### config.mk
export PLATFORM = sky130hd
export DESIGN_NAME = sci_interp
export DESIGN_NICKNAME = d
export VERILOG_FILES = /design/src/hdl/sci_pkg.sv /design/src/hdl/sci_interp.sv
export SDC_FILE = /design/constraint.sdc
export NUM_CORES = 2
export LEC_CHECK = 0
export BUFFER_PORTS_ARGS = -buffer_cell sky130_fd_sc_hd__buf_2
export CAP_MARGIN = 20
export CORE_MARGIN = 3
export CORE_UTILIZATION = 40
export CTS_BUF_LIST = sky130_fd_sc_hd__clkbuf_4
export CTS_CLUSTER_SIZE = 40
export DETAILED_ROUTE_END_ITERATION = 8
export HOLD_SLACK_MARGIN = 0.03
export PLACE_DENSITY_LB_ADDON = 0.3
export SLEW_MARGIN = 20
export SYNTH_ARGS = -nofsm -noshare
export SYNTH_HDL_FRONTEND = slang
export SYNTH_SLANG_ARGS = --single-unit
### constraint.sdc
create_clock -name sys_clk_i -period 19.5 [get_ports sys_clk_i]
set_clock_uncertainty 0.1 [all_clocks]
set_input_delay 1.95 -clock sys_clk_i [delete_from_list [all_inputs] [get_ports sys_clk_i]]
set_output_delay 1.95 -clock sys_clk_i [all_outputs]
set_load 0.02 [all_outputs]
### src/hdl/sci_pkg.sv
/*
  Constants, register map and helper functions for the sinusoidal encoder
  interpolator. Assumes a 32-bit APB register bus and byte addressing.
*/
package sci_pkg;

  // ==========================================================================
  // Widths
  localparam int SCI_ADC_W = 16;
  localparam int SCI_CNT_W = 24;
  localparam int SCI_ANG_W = 14;
  localparam int SCI_FRAC_W = 12;
  localparam int SCI_LEG_FRAC_W = 8;
  localparam int SCI_ITER = 12;
  localparam int SCI_ROT_W = SCI_ADC_W + 3;

  // ==========================================================================
  // Register map, byte offsets inside one channel window
  localparam int SCI_CH_SHIFT = 5;
  localparam logic [4:0] SCI_OFS_CTRL = 5'h00;
  localparam logic [4:0] SCI_OFS_BIAS0 = 5'h04;
  localparam logic [4:0] SCI_OFS_BIAS1 = 5'h08;
  localparam logic [4:0] SCI_OFS_SERVO = 5'h0C;
  localparam logic [4:0] SCI_OFS_PHASE = 5'h10;
  localparam logic [4:0] SCI_OFS_ADC = 5'h14;
  localparam logic [4:0] SCI_OFS_COUNT = 5'h18;

  // ==========================================================================
  // Control fields and reset values
  localparam int SCI_DSEL_LSB = 0;
  localparam int SCI_ATAN_BIT = 4;
  localparam int SCI_TMODE_BIT = 5;
  localparam logic [3:0] SCI_DSEL_X4_CW = 4'h3;
  localparam logic [3:0] SCI_DSEL_X4_CCW = 4'h7;
  localparam logic [31:0] SCI_CTRL_RST = 32'h0000_0003;
  localparam logic [15:0] SCI_BIAS_RST = 16'h0000;
  localparam logic [31:0] SCI_LATCH_RST = 32'h0000_0000;
  localparam logic [7:0] SCI_LEG_HALF = 8'h80;
  localparam logic [13:0] SCI_HALF_TURN = 14'h2000;

  typedef enum {SCI_IDLE, SCI_WAIT_ADC, SCI_ROTATE, SCI_WRITE} sci_state_type;

  // Arctangent of 2^-i in units of 1/16384 turn.
  function automatic logic [13:0] sci_atan_step(input logic [3:0] i);
    case (i)
      4'd0: sci_atan_step = 14'h0800;
      4'd1: sci_atan_step = 14'h04B9;
      4'd2: sci_atan_step = 14'h027F;
      4'd3: sci_atan_step = 14'h0144;
      4'd4: sci_atan_step = 14'h00A3;
      4'd5: sci_atan_step = 14'h0051;
      4'd6: sci_atan_step = 14'h0029;
      4'd7: sci_atan_step = 14'h0014;
      4'd8: sci_atan_step = 14'h000A;
      4'd9: sci_atan_step = 14'h0005;
      4'd10: sci_atan_step = 14'h0003;
      4'd11: sci_atan_step = 14'h0001;
      default: sci_atan_step = 14'h0000;
    endcase
  endfunction : sci_atan_step

  // Gray quadrature state to a 0..3 phase index.
  function automatic logic [1:0] sci_quad_index(input logic a, input logic b);
    sci_quad_index = {a, a ^ b};
  endfunction : sci_quad_index

endpackage : sci_pkg

### src/hdl/sci_interp.sv
/*
  Sinusoidal encoder interpolator: per channel x4 quadrature decode, biased
  ADC samples, arctangent by shift-add rotation, and servo and phase latches
  of the merged 32-bit position, all behind an APB slave.
  Assumes quadrature and event pins are asynchronous, and that the ADC
  front end runs on sys_clk_i and answers each sample request with a
  one-cycle adc_valid_i carrying every channel's sine and cosine.
*/
// Function
// - Select 3 or 7: x4 decode, two senses.
// - Arctan enable uses ADC arctangent as fraction.
// - Arctan on: low twelve latch bits hold the fraction.
// - Latch word on servo and phase events.
// - Add bias offsets to sine and cosine.
// - Bias only, no gain or phase correction.
// - Arctan off: no fraction merge, bias ignored.
// - Arctan off: eight fraction bits, half count.
// - Timer mode zero keeps timer fraction for capture.
// - All channels computed concurrently, one word each.
// - Fast quadrature decode, ADC sampled every event.
`timescale 1ns/1ns
`default_nettype none

module sci_interp
  import sci_pkg::*;
#(
  parameter int NCH = 2
) (
  input wire logic sys_clk_i,
  input wire logic rst_i,
  input wire logic psel_i,
  input wire logic penable_i,
  input wire logic pwrite_i,
  input wire logic [7:0] paddr_i,
  input wire logic [31:0] pwdata_i,
  input wire logic [3:0] pstrb_i,
  output logic [31:0] prdata_o,
  output logic pready_o,
  output logic pslverr_o,
  input wire logic [NCH-1:0] quad_a_i,
  input wire logic [NCH-1:0] quad_b_i,
  input wire logic servo_evt_i,
  input wire logic phase_evt_i,
  output logic adc_sample_o,
  input wire logic adc_valid_i,
  input wire logic [NCH*SCI_ADC_W-1:0] adc_sin_i,
  input wire logic [NCH*SCI_ADC_W-1:0] adc_cos_i,
  output logic [NCH-1:0] timer_fraction_mode_o
);

  // The channel field of the address is three bits wide.
  if (NCH < 1 || NCH > 8) begin : g_bad_nch
    $error("sci_interp: NCH must be 1 to 8");
  end

  // ==========================================================================
  // Event pins
  logic [2:0] servo_sync_r;
  logic [2:0] phase_sync_r;
  wire logic servo_evt = servo_sync_r[1] & ~servo_sync_r[2];
  wire logic phase_evt = phase_sync_r[1] & ~phase_sync_r[2];
  wire logic any_evt = servo_evt | phase_evt;

  always_ff @(posedge sys_clk_i or posedge rst_i) begin
    if (rst_i) begin
      servo_sync_r <= 3'b000;
      phase_sync_r <= 3'b000;
    end else begin
      servo_sync_r <= {servo_sync_r[1:0], servo_evt_i};
      phase_sync_r <= {phase_sync_r[1:0], phase_evt_i};
    end
  end

  assign adc_sample_o = any_evt;

  // ==========================================================================
  // APB decode
  wire logic [2:0] ch_sel = paddr_i[7:SCI_CH_SHIFT];
  wire logic [4:0] ofs_sel = paddr_i[SCI_CH_SHIFT-1:0];
  wire logic ofs_ok = (ofs_sel == SCI_OFS_CTRL) || (ofs_sel == SCI_OFS_BIAS0)
    || (ofs_sel == SCI_OFS_BIAS1) || (ofs_sel == SCI_OFS_SERVO)
    || (ofs_sel == SCI_OFS_PHASE) || (ofs_sel == SCI_OFS_ADC)
    || (ofs_sel == SCI_OFS_COUNT);
  wire logic addr_ok = ofs_ok && ({29'h0000_0000, ch_sel} < NCH);
  wire logic setup = psel_i & ~penable_i;
  wire logic wr_acc = psel_i & penable_i & pwrite_i & addr_ok;

  assign pready_o = 1'b1;
  assign pslverr_o = psel_i & penable_i & ~addr_ok;

  // ==========================================================================
  // Register storage
  logic [31:0] ctrl_r [NCH];
  logic [15:0] bias0_r [NCH];
  logic [15:0] bias1_r [NCH];
  logic [31:0] servo_r [NCH];
  logic [31:0] phase_r [NCH];
  logic [31:0] adc_r [NCH];
  logic [SCI_CNT_W-1:0] count_r [NCH];
  logic [31:0] rd_word;

  // Byte-lane merge shared by every writable register.
  function automatic logic [31:0] sci_merge(input logic [31:0] old,
                                            input logic [31:0] wd,
                                            input logic [3:0] st);
    for (int b = 0; b < 4; b++) begin
      sci_merge[b*8 +: 8] = st[b] ? wd[b*8 +: 8] : old[b*8 +: 8];
    end
  endfunction : sci_merge

  // Bias registers keep only the two low byte lanes of a written word.
  function automatic logic [15:0] sci_low_half(input logic [31:0] w);
    sci_low_half = w[15:0];
  endfunction : sci_low_half

  // ==========================================================================
  // Read path
  always_comb begin
    rd_word = 32'h0000_0000;
    for (int c = 0; c < NCH; c++) begin
      if (ch_sel == c[2:0]) begin
        case (ofs_sel)
          SCI_OFS_CTRL: rd_word = ctrl_r[c];
          SCI_OFS_BIAS0: rd_word = {16'h0000, bias0_r[c]};
          SCI_OFS_BIAS1: rd_word = {16'h0000, bias1_r[c]};
          SCI_OFS_SERVO: rd_word = servo_r[c];
          SCI_OFS_PHASE: rd_word = phase_r[c];
          SCI_OFS_ADC: rd_word = adc_r[c];
          SCI_OFS_COUNT: rd_word = {8'h00, count_r[c]};
          default: rd_word = 32'h0000_0000;
        endcase
      end
    end
  end

  // Read data is captured in the setup cycle so it is a flop output.
  always_ff @(posedge sys_clk_i or posedge rst_i) begin
    if (rst_i) begin
      prdata_o <= 32'h0000_0000;
    end else if (setup) begin
      prdata_o <= addr_ok ? rd_word : 32'h0000_0000;
    end
  end

  // ==========================================================================
  // Register writes
  // Unused control bits stay zero, so reserved bits always read back as zero.
  always_ff @(posedge sys_clk_i or posedge rst_i) begin
    if (rst_i) begin
      for (int c = 0; c < NCH; c++) begin
        ctrl_r[c] <= SCI_CTRL_RST;
        bias0_r[c] <= SCI_BIAS_RST;
        bias1_r[c] <= SCI_BIAS_RST;
      end
    end else if (wr_acc) begin
      for (int c = 0; c < NCH; c++) begin
        if (ch_sel == c[2:0]) begin
          if (ofs_sel == SCI_OFS_CTRL) begin
            ctrl_r[c] <= sci_merge(ctrl_r[c], pwdata_i, pstrb_i)
              & 32'h0000_003F;
          end
          if (ofs_sel == SCI_OFS_BIAS0) begin
            bias0_r[c] <= sci_low_half(sci_merge({16'h0000, bias0_r[c]},
              pwdata_i, pstrb_i));
          end
          if (ofs_sel == SCI_OFS_BIAS1) begin
            bias1_r[c] <= sci_low_half(sci_merge({16'h0000, bias1_r[c]},
              pwdata_i, pstrb_i));
          end
        end
      end
    end
  end

  // ==========================================================================
  // Per-channel datapath
  // One independent datapath per channel
  for (genvar g = 0; g < NCH; g++) begin : g_ch
    logic [1:0] qa_r;
    logic [1:0] qb_r;
    logic [1:0] qidx_r;
    logic [1:0] snap_q_r;
    logic [SCI_CNT_W-1:0] snap_cnt_r;
    logic servo_pend_r;
    logic phase_pend_r;
    sci_state_type state_r;
    logic [3:0] iter_r;
    logic signed [SCI_ROT_W-1:0] x_r;
    logic signed [SCI_ROT_W-1:0] y_r;
    logic [SCI_ANG_W-1:0] z_r;

    wire logic [3:0] dsel = ctrl_r[g][SCI_DSEL_LSB +: 4];
    wire logic atan_en = ctrl_r[g][SCI_ATAN_BIT];
    wire logic reverse = (dsel == SCI_DSEL_X4_CCW);
    wire logic dec_ok = (dsel == SCI_DSEL_X4_CW) || reverse;
    wire logic [1:0] raw_q = sci_quad_index(qa_r[1], qb_r[1]);
    wire logic [1:0] dir_q = reverse ? 2'(-raw_q) : raw_q;
    wire logic [1:0] step = 2'(dir_q - qidx_r);

    wire logic [SCI_ADC_W-1:0] sin_s = adc_sin_i[g*SCI_ADC_W +: SCI_ADC_W];
    wire logic [SCI_ADC_W-1:0] cos_s = adc_cos_i[g*SCI_ADC_W +: SCI_ADC_W];
    wire logic signed [SCI_ROT_W-1:0] sin_b = SCI_ROT_W'($signed(sin_s))
      + SCI_ROT_W'($signed(bias0_r[g]));
    wire logic signed [SCI_ROT_W-1:0] cos_b = SCI_ROT_W'($signed(cos_s))
      + SCI_ROT_W'($signed(bias1_r[g]));

    wire logic signed [SCI_ROT_W-1:0] xs = x_r >>> iter_r;
    wire logic signed [SCI_ROT_W-1:0] ys = y_r >>> iter_r;
    wire logic [SCI_ANG_W-1:0] ang = reverse ? 14'(-z_r) : z_r;

    // Count pulled to the arctangent quadrant
    wire logic [1:0] qdiff = 2'(ang[SCI_ANG_W-1 -: 2] - snap_q_r);
    wire logic [SCI_CNT_W-1:0] whole = snap_cnt_r
      + {{(SCI_CNT_W-2){qdiff[1]}}, qdiff};
    wire logic [31:0] atan_word = {whole[31-SCI_FRAC_W:0],
      ang[SCI_FRAC_W-1:0]};
    wire logic [31:0] leg_word = {count_r[g], SCI_LEG_HALF};

    // Timer fraction mode passed to capture logic
    assign timer_fraction_mode_o[g] = ctrl_r[g][SCI_TMODE_BIT];

    // ========================================================================
    // Quadrature decode
    // Quadrature sampled every clock
    always_ff @(posedge sys_clk_i or posedge rst_i) begin
      if (rst_i) begin
        qa_r <= 2'b00;
        qb_r <= 2'b00;
        qidx_r <= 2'b00;
        count_r[g] <= '0;
      end else begin
        qa_r <= {qa_r[0], quad_a_i[g]};
        qb_r <= {qb_r[0], quad_b_i[g]};
        qidx_r <= dir_q;
        if (dec_ok && step == 2'd1) begin
          count_r[g] <= count_r[g] + 1'b1;
        end else if (dec_ok && step == 2'd3) begin
          count_r[g] <= count_r[g] - 1'b1;
        end
      end
    end

    // ========================================================================
    // Arctangent sequencer
    // The rotation runs a fixed 12 cycles, so only the ADC wait varies the latency.
    always_ff @(posedge sys_clk_i or posedge rst_i) begin
      if (rst_i) begin
        state_r <= SCI_IDLE;
        iter_r <= 4'h0;
        x_r <= '0;
        y_r <= '0;
        z_r <= '0;
        snap_cnt_r <= '0;
        snap_q_r <= 2'b00;
        servo_pend_r <= 1'b0;
        phase_pend_r <= 1'b0;
        servo_r[g] <= SCI_LATCH_RST;
        phase_r[g] <= SCI_LATCH_RST;
        adc_r[g] <= 32'h0000_0000;
      end else begin
        if (adc_valid_i) begin
          adc_r[g] <= {cos_s, sin_s};
        end
        case (state_r)
          SCI_IDLE: begin
            if (any_evt && atan_en) begin
              snap_cnt_r <= count_r[g];
              snap_q_r <= qidx_r;
              servo_pend_r <= servo_evt;
              phase_pend_r <= phase_evt;
              state_r <= SCI_WAIT_ADC;
            end else if (any_evt) begin
              if (servo_evt) begin
                servo_r[g] <= leg_word;
              end
              if (phase_evt) begin
                phase_r[g] <= leg_word;
              end
            end
          end
          SCI_WAIT_ADC: begin
            servo_pend_r <= servo_pend_r | servo_evt;
            phase_pend_r <= phase_pend_r | phase_evt;
            if (adc_valid_i) begin
              // Fold the left half-plane over so the rotation converges.
              x_r <= cos_b[SCI_ROT_W-1] ? -cos_b : cos_b;
              y_r <= cos_b[SCI_ROT_W-1] ? -sin_b : sin_b;
              z_r <= cos_b[SCI_ROT_W-1] ? SCI_HALF_TURN : '0;
              iter_r <= 4'h0;
              state_r <= SCI_ROTATE;
            end
          end
          SCI_ROTATE: begin
            servo_pend_r <= servo_pend_r | servo_evt;
            phase_pend_r <= phase_pend_r | phase_evt;
            if (y_r >= 0) begin
              x_r <= x_r + ys;
              y_r <= y_r - xs;
              z_r <= z_r + sci_atan_step(iter_r);
            end else begin
              x_r <= x_r - ys;
              y_r <= y_r + xs;
              z_r <= z_r - sci_atan_step(iter_r);
            end
            iter_r <= iter_r + 1'b1;
            if (iter_r == 4'(SCI_ITER - 1)) begin
              state_r <= SCI_WRITE;
            end
          end
          SCI_WRITE: begin
            if (servo_pend_r) begin
              servo_r[g] <= atan_word;
            end
            if (phase_pend_r) begin
              phase_r[g] <= atan_word;
            end
            // An event in this cycle opens a new round while arctan is enabled; with arctan off it is dropped.
            servo_pend_r <= servo_evt;
            phase_pend_r <= phase_evt;
            snap_cnt_r <= count_r[g];
            snap_q_r <= qidx_r;
            state_r <= (any_evt && atan_en) ? SCI_WAIT_ADC : SCI_IDLE;
          end
          default: state_r <= SCI_IDLE;
        endcase
      end
    end
  end

endmodule : sci_interp

`default_nettype wire

After elaboration in Yosys (flattened, before gate mapping)
Memories as Yosys holds them, arrays and structs flattened.
Index checks and enable logic that the tools add are counted.
{"block": "classes", "eq_ne": 41, "reduce_logical": 51, "addsub": 36, "shifts": 4, "n_lt_le_gt_ge": 3, "mux": 93, "n_bitwise": 18}
{"cell": "$mux W32", "n": 24}
{"cell": "$pmux W32 S7", "n": 2}
{"cell": "$pmux W32 S2", "n": 4}
{"cell": "$pmux W32 S4", "n": 2}
{"cell": "$mux W19", "n": 12}
{"cell": "$mux W14", "n": 16}
{"cell": "$pmux W19 S2", "n": 4}
{"cell": "$eq A32 B2 Y1 const B", "n": 4}
{"cell": "$mux W24", "n": 4}
{"cell": "$pmux W20 S2", "n": 2}
{"cell": "$add A19 B19 Y19", "n": 4}
{"cell": "$neg A17 Y19", "n": 4}
{"cell": "$sshr A19 B4 Y19", "n": 4}
{"cell": "$sub A19 B19 Y19", "n": 4}
{"cell": "$add A16 B16 Y17", "n": 4}
{"cell": "$eq A32 B1 Y1 const B", "n": 2}
{"cell": "$logic_not A32 Y1", "n": 2}
{"cell": "$pmux W14 S2", "n": 2}
{"cell": "$add A24 B1 Y24 const B", "n": 2}
{"cell": "$sub A24 B1 Y24 const B", "n": 2}
{"cell": "$add A20 B20 Y20", "n": 2}
{"cell": "$mux W20", "n": 2}
{"cell": "$reduce_and A4 Y1", "n": 10}
{"cell": "$ge A19 B1 Y1 const B", "n": 2}
{"cell": "other kinds (37)", "n": 126}
{"block": "totals", "rom_bits": 768, "out_inout_bits": 37, "register_bits": 590, "n_memories": 4}
{"memory": "(no name shown)", "words": 16, "word_bits": 12, "read_ports": 1, "rd_clocked_by_memory_dff": 0, "wr": 0, "line_no": "sci_pkg.sv:45", "text": "case (i)"}
{"memory": "(no name shown)", "words": 16, "word_bits": 12, "read_ports": 1, "rd_clocked_by_memory_dff": 0, "wr": 0, "line_no": "sci_pkg.sv:45"}
{"memory": "(no name shown)", "words": 16, "word_bits": 12, "read_ports": 1, "rd_clocked_by_memory_dff": 0, "wr": 0, "line_no": "sci_pkg.sv:45"}
{"memory": "(no name shown)", "words": 16, "word_bits": 12, "read_ports": 1, "rd_clocked_by_memory_dff": 0, "wr": 0, "line_no": "sci_pkg.sv:45"}

Logic depth before layout (Yosys ltp)
{"block": "depth", "depth_word": 10, "depth_mapped": 25}

Worst setup path after synthesis
No wires, ideal clock.
{"block": "synth_path", "kind": "flip-flop to flip-flop", "startpoint": "reg g_ch[0].z_r[1]", "endpoint": "reg phase_r[63] in the netlist's numbering", "setup_ns": 0.095, "arrival_time_ns": 5.373, "path_stages_with_launch": 23, "required_time_ns": 19.305, "slack_ns": 13.932, "path_cell_list": "dfrtp_1 inv_1 ha_1 nand3_1 nor3_1 nand2_1 o31ai_1 xor2_1 ha_1 xor2_1 xnor2_1 xnor2_1 ha_1 a21o_1 a21oi_1 o21ai_0 o311ai_0 a31oi_1 o41ai_1 o21ai_0 xnor2_1 and2_1 o31ai_1"}
{"block": "synth_between", "elab_chain_len": 6}
{"element": "start: declaration", "line_no": "sci_interp.sv:190", "text": "logic [SCI_ANG_W-1:0] z_r;"}
{"element": "start signal: assignment", "line_no": "sci_interp.sv:288", "text": "z_r <= cos_b[SCI_ROT_W-1] ? SCI_HALF_TURN : '0;"}
{"element": "start signal: assignment", "line_no": "sci_interp.sv:299", "text": "z_r <= z_r + sci_atan_step(iter_r);"}
{"element": "start signal: assignment", "line_no": "sci_interp.sv:303", "text": "z_r <= z_r - sci_atan_step(iter_r);"}
{"element": "$neg A14 Y14", "line_no": "sci_interp.sv:209", "text": "wire logic [SCI_ANG_W-1:0] ang = reverse ? 14'(-z_r) : z_r;"}
{"element": "$mux W14", "line_no": "sci_interp.sv:209"}
{"element": "$sub A2 B2 Y2", "line_no": "sci_interp.sv:212", "text": "wire logic [1:0] qdiff = 2'(ang[SCI_ANG_W-1 -: 2] - snap_q_r);"}
{"element": "$add A20 B20 Y20", "line_no": "sci_interp.sv:214", "text": "+ {{(SCI_CNT_W-2){qdiff[1]}}, qdiff};"}
{"element": "$mux W32", "line_no": "sci_interp.sv:314", "text": "if (phase_pend_r) begin"}
{"element": "$pmux W32 S2", "line_no": "sci_interp.sv:264", "text": "case (state_r)"}
{"element": "end signal: indexed assignment", "line_no": "sci_interp.sv:277", "text": "phase_r[g] <= leg_word;"}
{"element": "end signal: indexed assignment", "line_no": "sci_interp.sv:315", "text": "phase_r[g] <= atan_word;"}
{"element": "end: declaration", "line_no": "sci_interp.sv:97", "text": "logic [31:0] phase_r [NCH];"}
No other way between the ends. The select of a mux whose other input is x is not followed.
A chain may end at the register's enable or synchronous reset.

Worst setup path after layout
{"block": "layout_path", "startpoint": "reg g_ch[1].z_r[1]", "endpoint": "reg servo_r[31] in the netlist's numbering"}
{"block": "layout_between", "elab_chain_len": 6}
{"element": "start: declaration", "line_no": "sci_interp.sv:190"}
{"element": "start signal: assignment", "line_no": "sci_interp.sv:288"}
{"element": "start signal: assignment", "line_no": "sci_interp.sv:299"}
{"element": "start signal: assignment", "line_no": "sci_interp.sv:303"}
{"element": "$neg A14 Y14", "line_no": "sci_interp.sv:209"}
{"element": "$mux W14", "line_no": "sci_interp.sv:209"}
{"element": "$sub A2 B2 Y2", "line_no": "sci_interp.sv:212"}
{"element": "$add A20 B20 Y20", "line_no": "sci_interp.sv:214"}
{"element": "$mux W32", "line_no": "sci_interp.sv:311", "text": "if (servo_pend_r) begin"}
{"element": "$pmux W32 S2", "line_no": "sci_interp.sv:264"}
{"element": "end signal: indexed assignment", "line_no": "sci_interp.sv:274", "text": "servo_r[g] <= leg_word;"}
{"element": "end signal: indexed assignment", "line_no": "sci_interp.sv:312", "text": "servo_r[g] <= atan_word;"}
{"element": "end: declaration", "line_no": "sci_interp.sv:96", "text": "logic [31:0] servo_r [NCH];"}
No other way between the ends. The select of a mux whose other input is x is not followed.

==> impl_metrics.csv <==
group,metric,value,unit
worst_setup_path,timing.setup.critical_path_class,"flop to flop",
min_path,hold-path-cell-count,0,
route,detail_route.iter0.violations,3501,
sta,timing_max_transition_violations_final,0,
synth,synth_enable_flop_cells,0,
synth,netlist-cell-type-count,91,
floorplan,floorplan.io_pins,157,
cells_and_area,multiInputGateArea,27950,um^2
worst_setup_path,rr_worst_depth,23,
min_path,holdCritStartpoint,"servo_sync_r[0]",
pwr,p_leak,0.02075,uW
clock_network,cts_root_buf,"sky130_fd_sc_hd__clkbuf_4",
global_routing,grt_pass1_vias,35370,
route,routed_wirelength,139.4,mm
floorplan,design.core.area,105600,um^2
sta,maxSlewHeadroom,23.86,%
global_routing,grt_max_degree,179,
route,post_drt_via_cell_ratio,5.970,
worst_setup_path,critical_path.slowest_cell,"sky130_fd_sc_hd__a2111oi_0",
global_routing,grt_first_pass_wirelength,213.3,mm
synth,synth_cells,4717,
floorplan,die_width,332.7,um
cells_and_area,layout_commonest_cell,"sky130_fd_sc_hd__nand2_1",
floorplan,initial_utilization,40.44,%
worst_setup_path,critical_path_fanout_max,19,
min_path,min-delay-path-class,"flop to flop",
synth,yosysSeqAreaShare,31.08,%
min_path,worstHoldEndpoint,"servo_sync_r[1]",
global_routing,grt_usage,24.64,%
worst_setup_path,reg2reg_from,"g_ch[1].z_r[1]",
route,detail_route.drc_violations,0,
place,routabilityCongestion,0.9038,
route,final_antenna_net_count,0,
floorplan,fp.dieArea,110700,um^2
sta,finalWorstSetupSlack,12.47,ns
clock_network,postCtsSetupRepairBufs,0,
worst_setup_path,endpoint_kind,"flop",
run_status,run_status,"completed",
synth,yosys_register_bits,530,
clock_network,clk_latency,1.03,ns
sta,timing.final.hold_violations,0,
clock_network,tritoncts,"yes",
pwr,total_power,8760,uW
cells_and_area,filler_cell_count,10220,
synth,synth.avg_cell_area,9.050,um^2
synth,yosysWarnings,0,
cells_and_area,finalNetCount,5245,
sta,finalCritPeriodShare,36.07,%
floorplan,floorplan.die.height,332.7,um
cells_and_area,share_of_final_layout_standard_cells_stronger_than_drive_strength_1,16.62,%
clock_network,cts.repair.resized,0,
synth,syn_area,42690,um^2
worst_setup_path,critPathRequiredTime,20.25,ns
worst_setup_path,regToRegEndpoint,"servo_r[31]",
sta,setup_total_negative_slack,0,ns
worst_setup_path,crit_chain,"inv_1 -> ha_1 -> nand2b_1 -> or4_1 -> nor2_1 -> a31oi_1 -> xnor2_1 -> ha_1 -> xor2_1 -> xnor2_1 -> xnor2_1 -> inv_1 -> ha_1 -> a21o_1 -> a21o_1 -> a2111oi_0 -> nor3_1 -> a2111oi_0 -> o21ai_0 -> a31oi_1 -> o21ai_0 -> nand4_1 -> o211ai_1",
route,detailroute.via_count,37830,
route,routed_wirelength_normalized_by_instance_count,21.99,um
pwr,vdd_ir_drop_max,121.9,uV
cells_and_area,mostFrequentLayoutCells,"sky130_fd_sc_hd__nand2_1, sky130_fd_sc_hd__dfrtp_1, sky130_fd_sc_hd__o21ai_0",
global_routing,globalRoute.totalOverflow,0,
cells_and_area,syn2layout_area_growth,9.300,%
place,preCtsSetupSlack,12.64,ns
sta,rsz0062_at_grt,"no",
clock_network,cts_buffer_depth,3,
sta,worst_slew_pin_slew,1.133,ns
sta,achievable-frequency,142.2,MHz
clock_network,worst_setup_hold_path_clk_slew,0.07,ns
place,port_buffers,137,
worst_setup_path,critical_path.startpoint_type,"flop",
route,dr.pass1.iters,6,
synth,dominantRegCellSynth,"sky130_fd_sc_hd__dfrtp_1",
clock_network,cts_num_sinks,530,
worst_setup_path,worst_ep_arrival_time,7.78,ns
floorplan,std_cell_rows,119,
cells_and_area,layout.area.seq,13280,um^2
place,hpwl,103.2,mm
clock_network,ctsHoldBuffers,0,
sta,setup_viol,0,
sta,period_minus_slack,7.034,ns
clock_network,cts-buffers-inserted,155,
synth,asyncSetResetFlopFracSynth,100.0,%
job,drv.max_cap_violation_count,0,
synth,syn_nets,5139,
worst_setup_path,timing.critical_path.slowest_cell_delay,0.70,ns
pwr,p_per_area,187.7,nW/um^2
global_routing,number_of_antenna_violations_at_the_first_check_in_global_routing,16,
worst_setup_path,ff2ff_setup_slack,12.47,ns
clock_network,htree_levels,4,
[flip-flops by register name (all words and copies together), names as in the netlist]
name,cells
bias1_r,32
g_ch.iter_r,8
g_ch.phase_pend_r,2
g_ch.state_r,4
g_ch.z_r,28
phase_sync_r,3
servo_sync_r,3
phase_r,64
g_ch.snap_q_r,4
timer_fraction_mode_o,2
g_ch.snap_cnt_r,40
ctrl_r,10
count_r,48
g_ch.servo_pend_r,2
g_ch.qb_r,4
adc_r,64
servo_r,64
g_ch.y_r,38
g_ch.qa_r,4
g_ch.x_r,38
bias0_r,32
g_ch.qidx_r,4
prdata_o,32
[area by class of cell]
cell class	instances	area share [%]
antenna	5	0.02682
sequential	530	28.45
inverter	133	1.086
clock inverter	51	0.7562
clock buffer	224	3.604
multi-input combinational	3808	59.91
tap	1391	3.730
timing repair buffer	195	2.435
[kinds of logic after synthesis]
family,synth area share (%)
buffers and inverters,3.631
and+or+nand+nor,14.61
adders and majority gates,9.098
muxes,13.79
DFF,31.08
other,0.008785
AOI/OAI and AO/OA,20.83
xor gates and xnor gates,6.955
[worst max-delay path by stage]
stage	startpoint	end	slack, ns	depth (start not counted)
finish	g_ch[1].z_r[1]	servo_r[31]	12.47	23
global route	g_ch[1].z_r[1]	servo_r[31]	11.95	23
CTS	g_ch[1].z_r[1]	servo_r[31]	12.59	23
detailed placement	g_ch[1].z_r[1]	servo_r[31]	12.64	23
global placement	g_ch[1].z_r[1]	servo_r[31]	12.71	23
floorplan	rst_i	adc_r[0]	2.65	1
[per-layer routing]
metal  track usage [%]  share of wire (%)  up-vias  routed length [um]
li1                  -                  -    17770                   -
met1             35.30                 45    18400               63310
met2             35.33                 42     1460               58250
met3             7.574                 10      197               13940
met4             7.793                2.7        8                3825
met5                 0              0.036        -                  50
[critical path: cells and delay by family, from the launching register on]
family / cells / cell delay, ns
compound gates: 9 / 2.75
simple gates: 5 / 1.08
flops: 1 / 0.40
buf+inv: 2 / 0.69
xor+xnor: 4 / 1.00
fa+ha+maj: 3 / 0.81
[cells in the mapped netlist (54+ instances only)]
cell / count / area, um^2
sky130_fd_sc_hd__ha_1: 288 / 3603
sky130_fd_sc_hd__dfrtp_1: 526 / 13160
sky130_fd_sc_hd__a31oi_1: 54 / 337.8
sky130_fd_sc_hd__mux2i_1: 130 / 1301
sky130_fd_sc_hd__nand3_1: 76 / 380.4
sky130_fd_sc_hd__mux4_2: 88 / 1982
sky130_fd_sc_hd__inv_1: 125 / 469.2
sky130_fd_sc_hd__o21ai_0: 473 / 2367
sky130_fd_sc_hd__xor2_1: 144 / 1261
sky130_fd_sc_hd__a21oi_1: 273 / 1366
sky130_fd_sc_hd__xnor2_1: 195 / 1708
sky130_fd_sc_hd__mux2_2: 215 / 2421
sky130_fd_sc_hd__clkbuf_1: 182 / 683.2
sky130_fd_sc_hd__nor2_1: 274 / 1028
sky130_fd_sc_hd__nand2_1: 559 / 2098
sky130_fd_sc_hd__nand2b_1: 59 / 369.1
sky130_fd_sc_hd__nor3_1: 81 / 405.4
sky130_fd_sc_hd__a221oi_1: 72 / 630.6
sky130_fd_sc_hd__a21o_1: 59 / 442.9
[power by group]
part / internal, uW / switching [uW]
sequential: 1350 / 310
combinational: 2520 / 3450
clock: 595 / 535
[stage by stage]
stage / util [%] / hold slack [ns] / cells / area (um^2)
after floorplan: - / 0.2312 / 4717 / 42690
after global placement: 42.25 / 0.2351 / 6057 / 44600
after detailed placement: 42.25 / 0.2356 / 6057 / 44600
after CTS: 44.18 / 0.2459 / 6332 / 46630
after global routing: 44.19 / 0.2504 / 6334 / 46650
final: 44.20 / 0.2240 / 6337 / 46660
No activity file was read; power rests on OpenSTA's default activity.
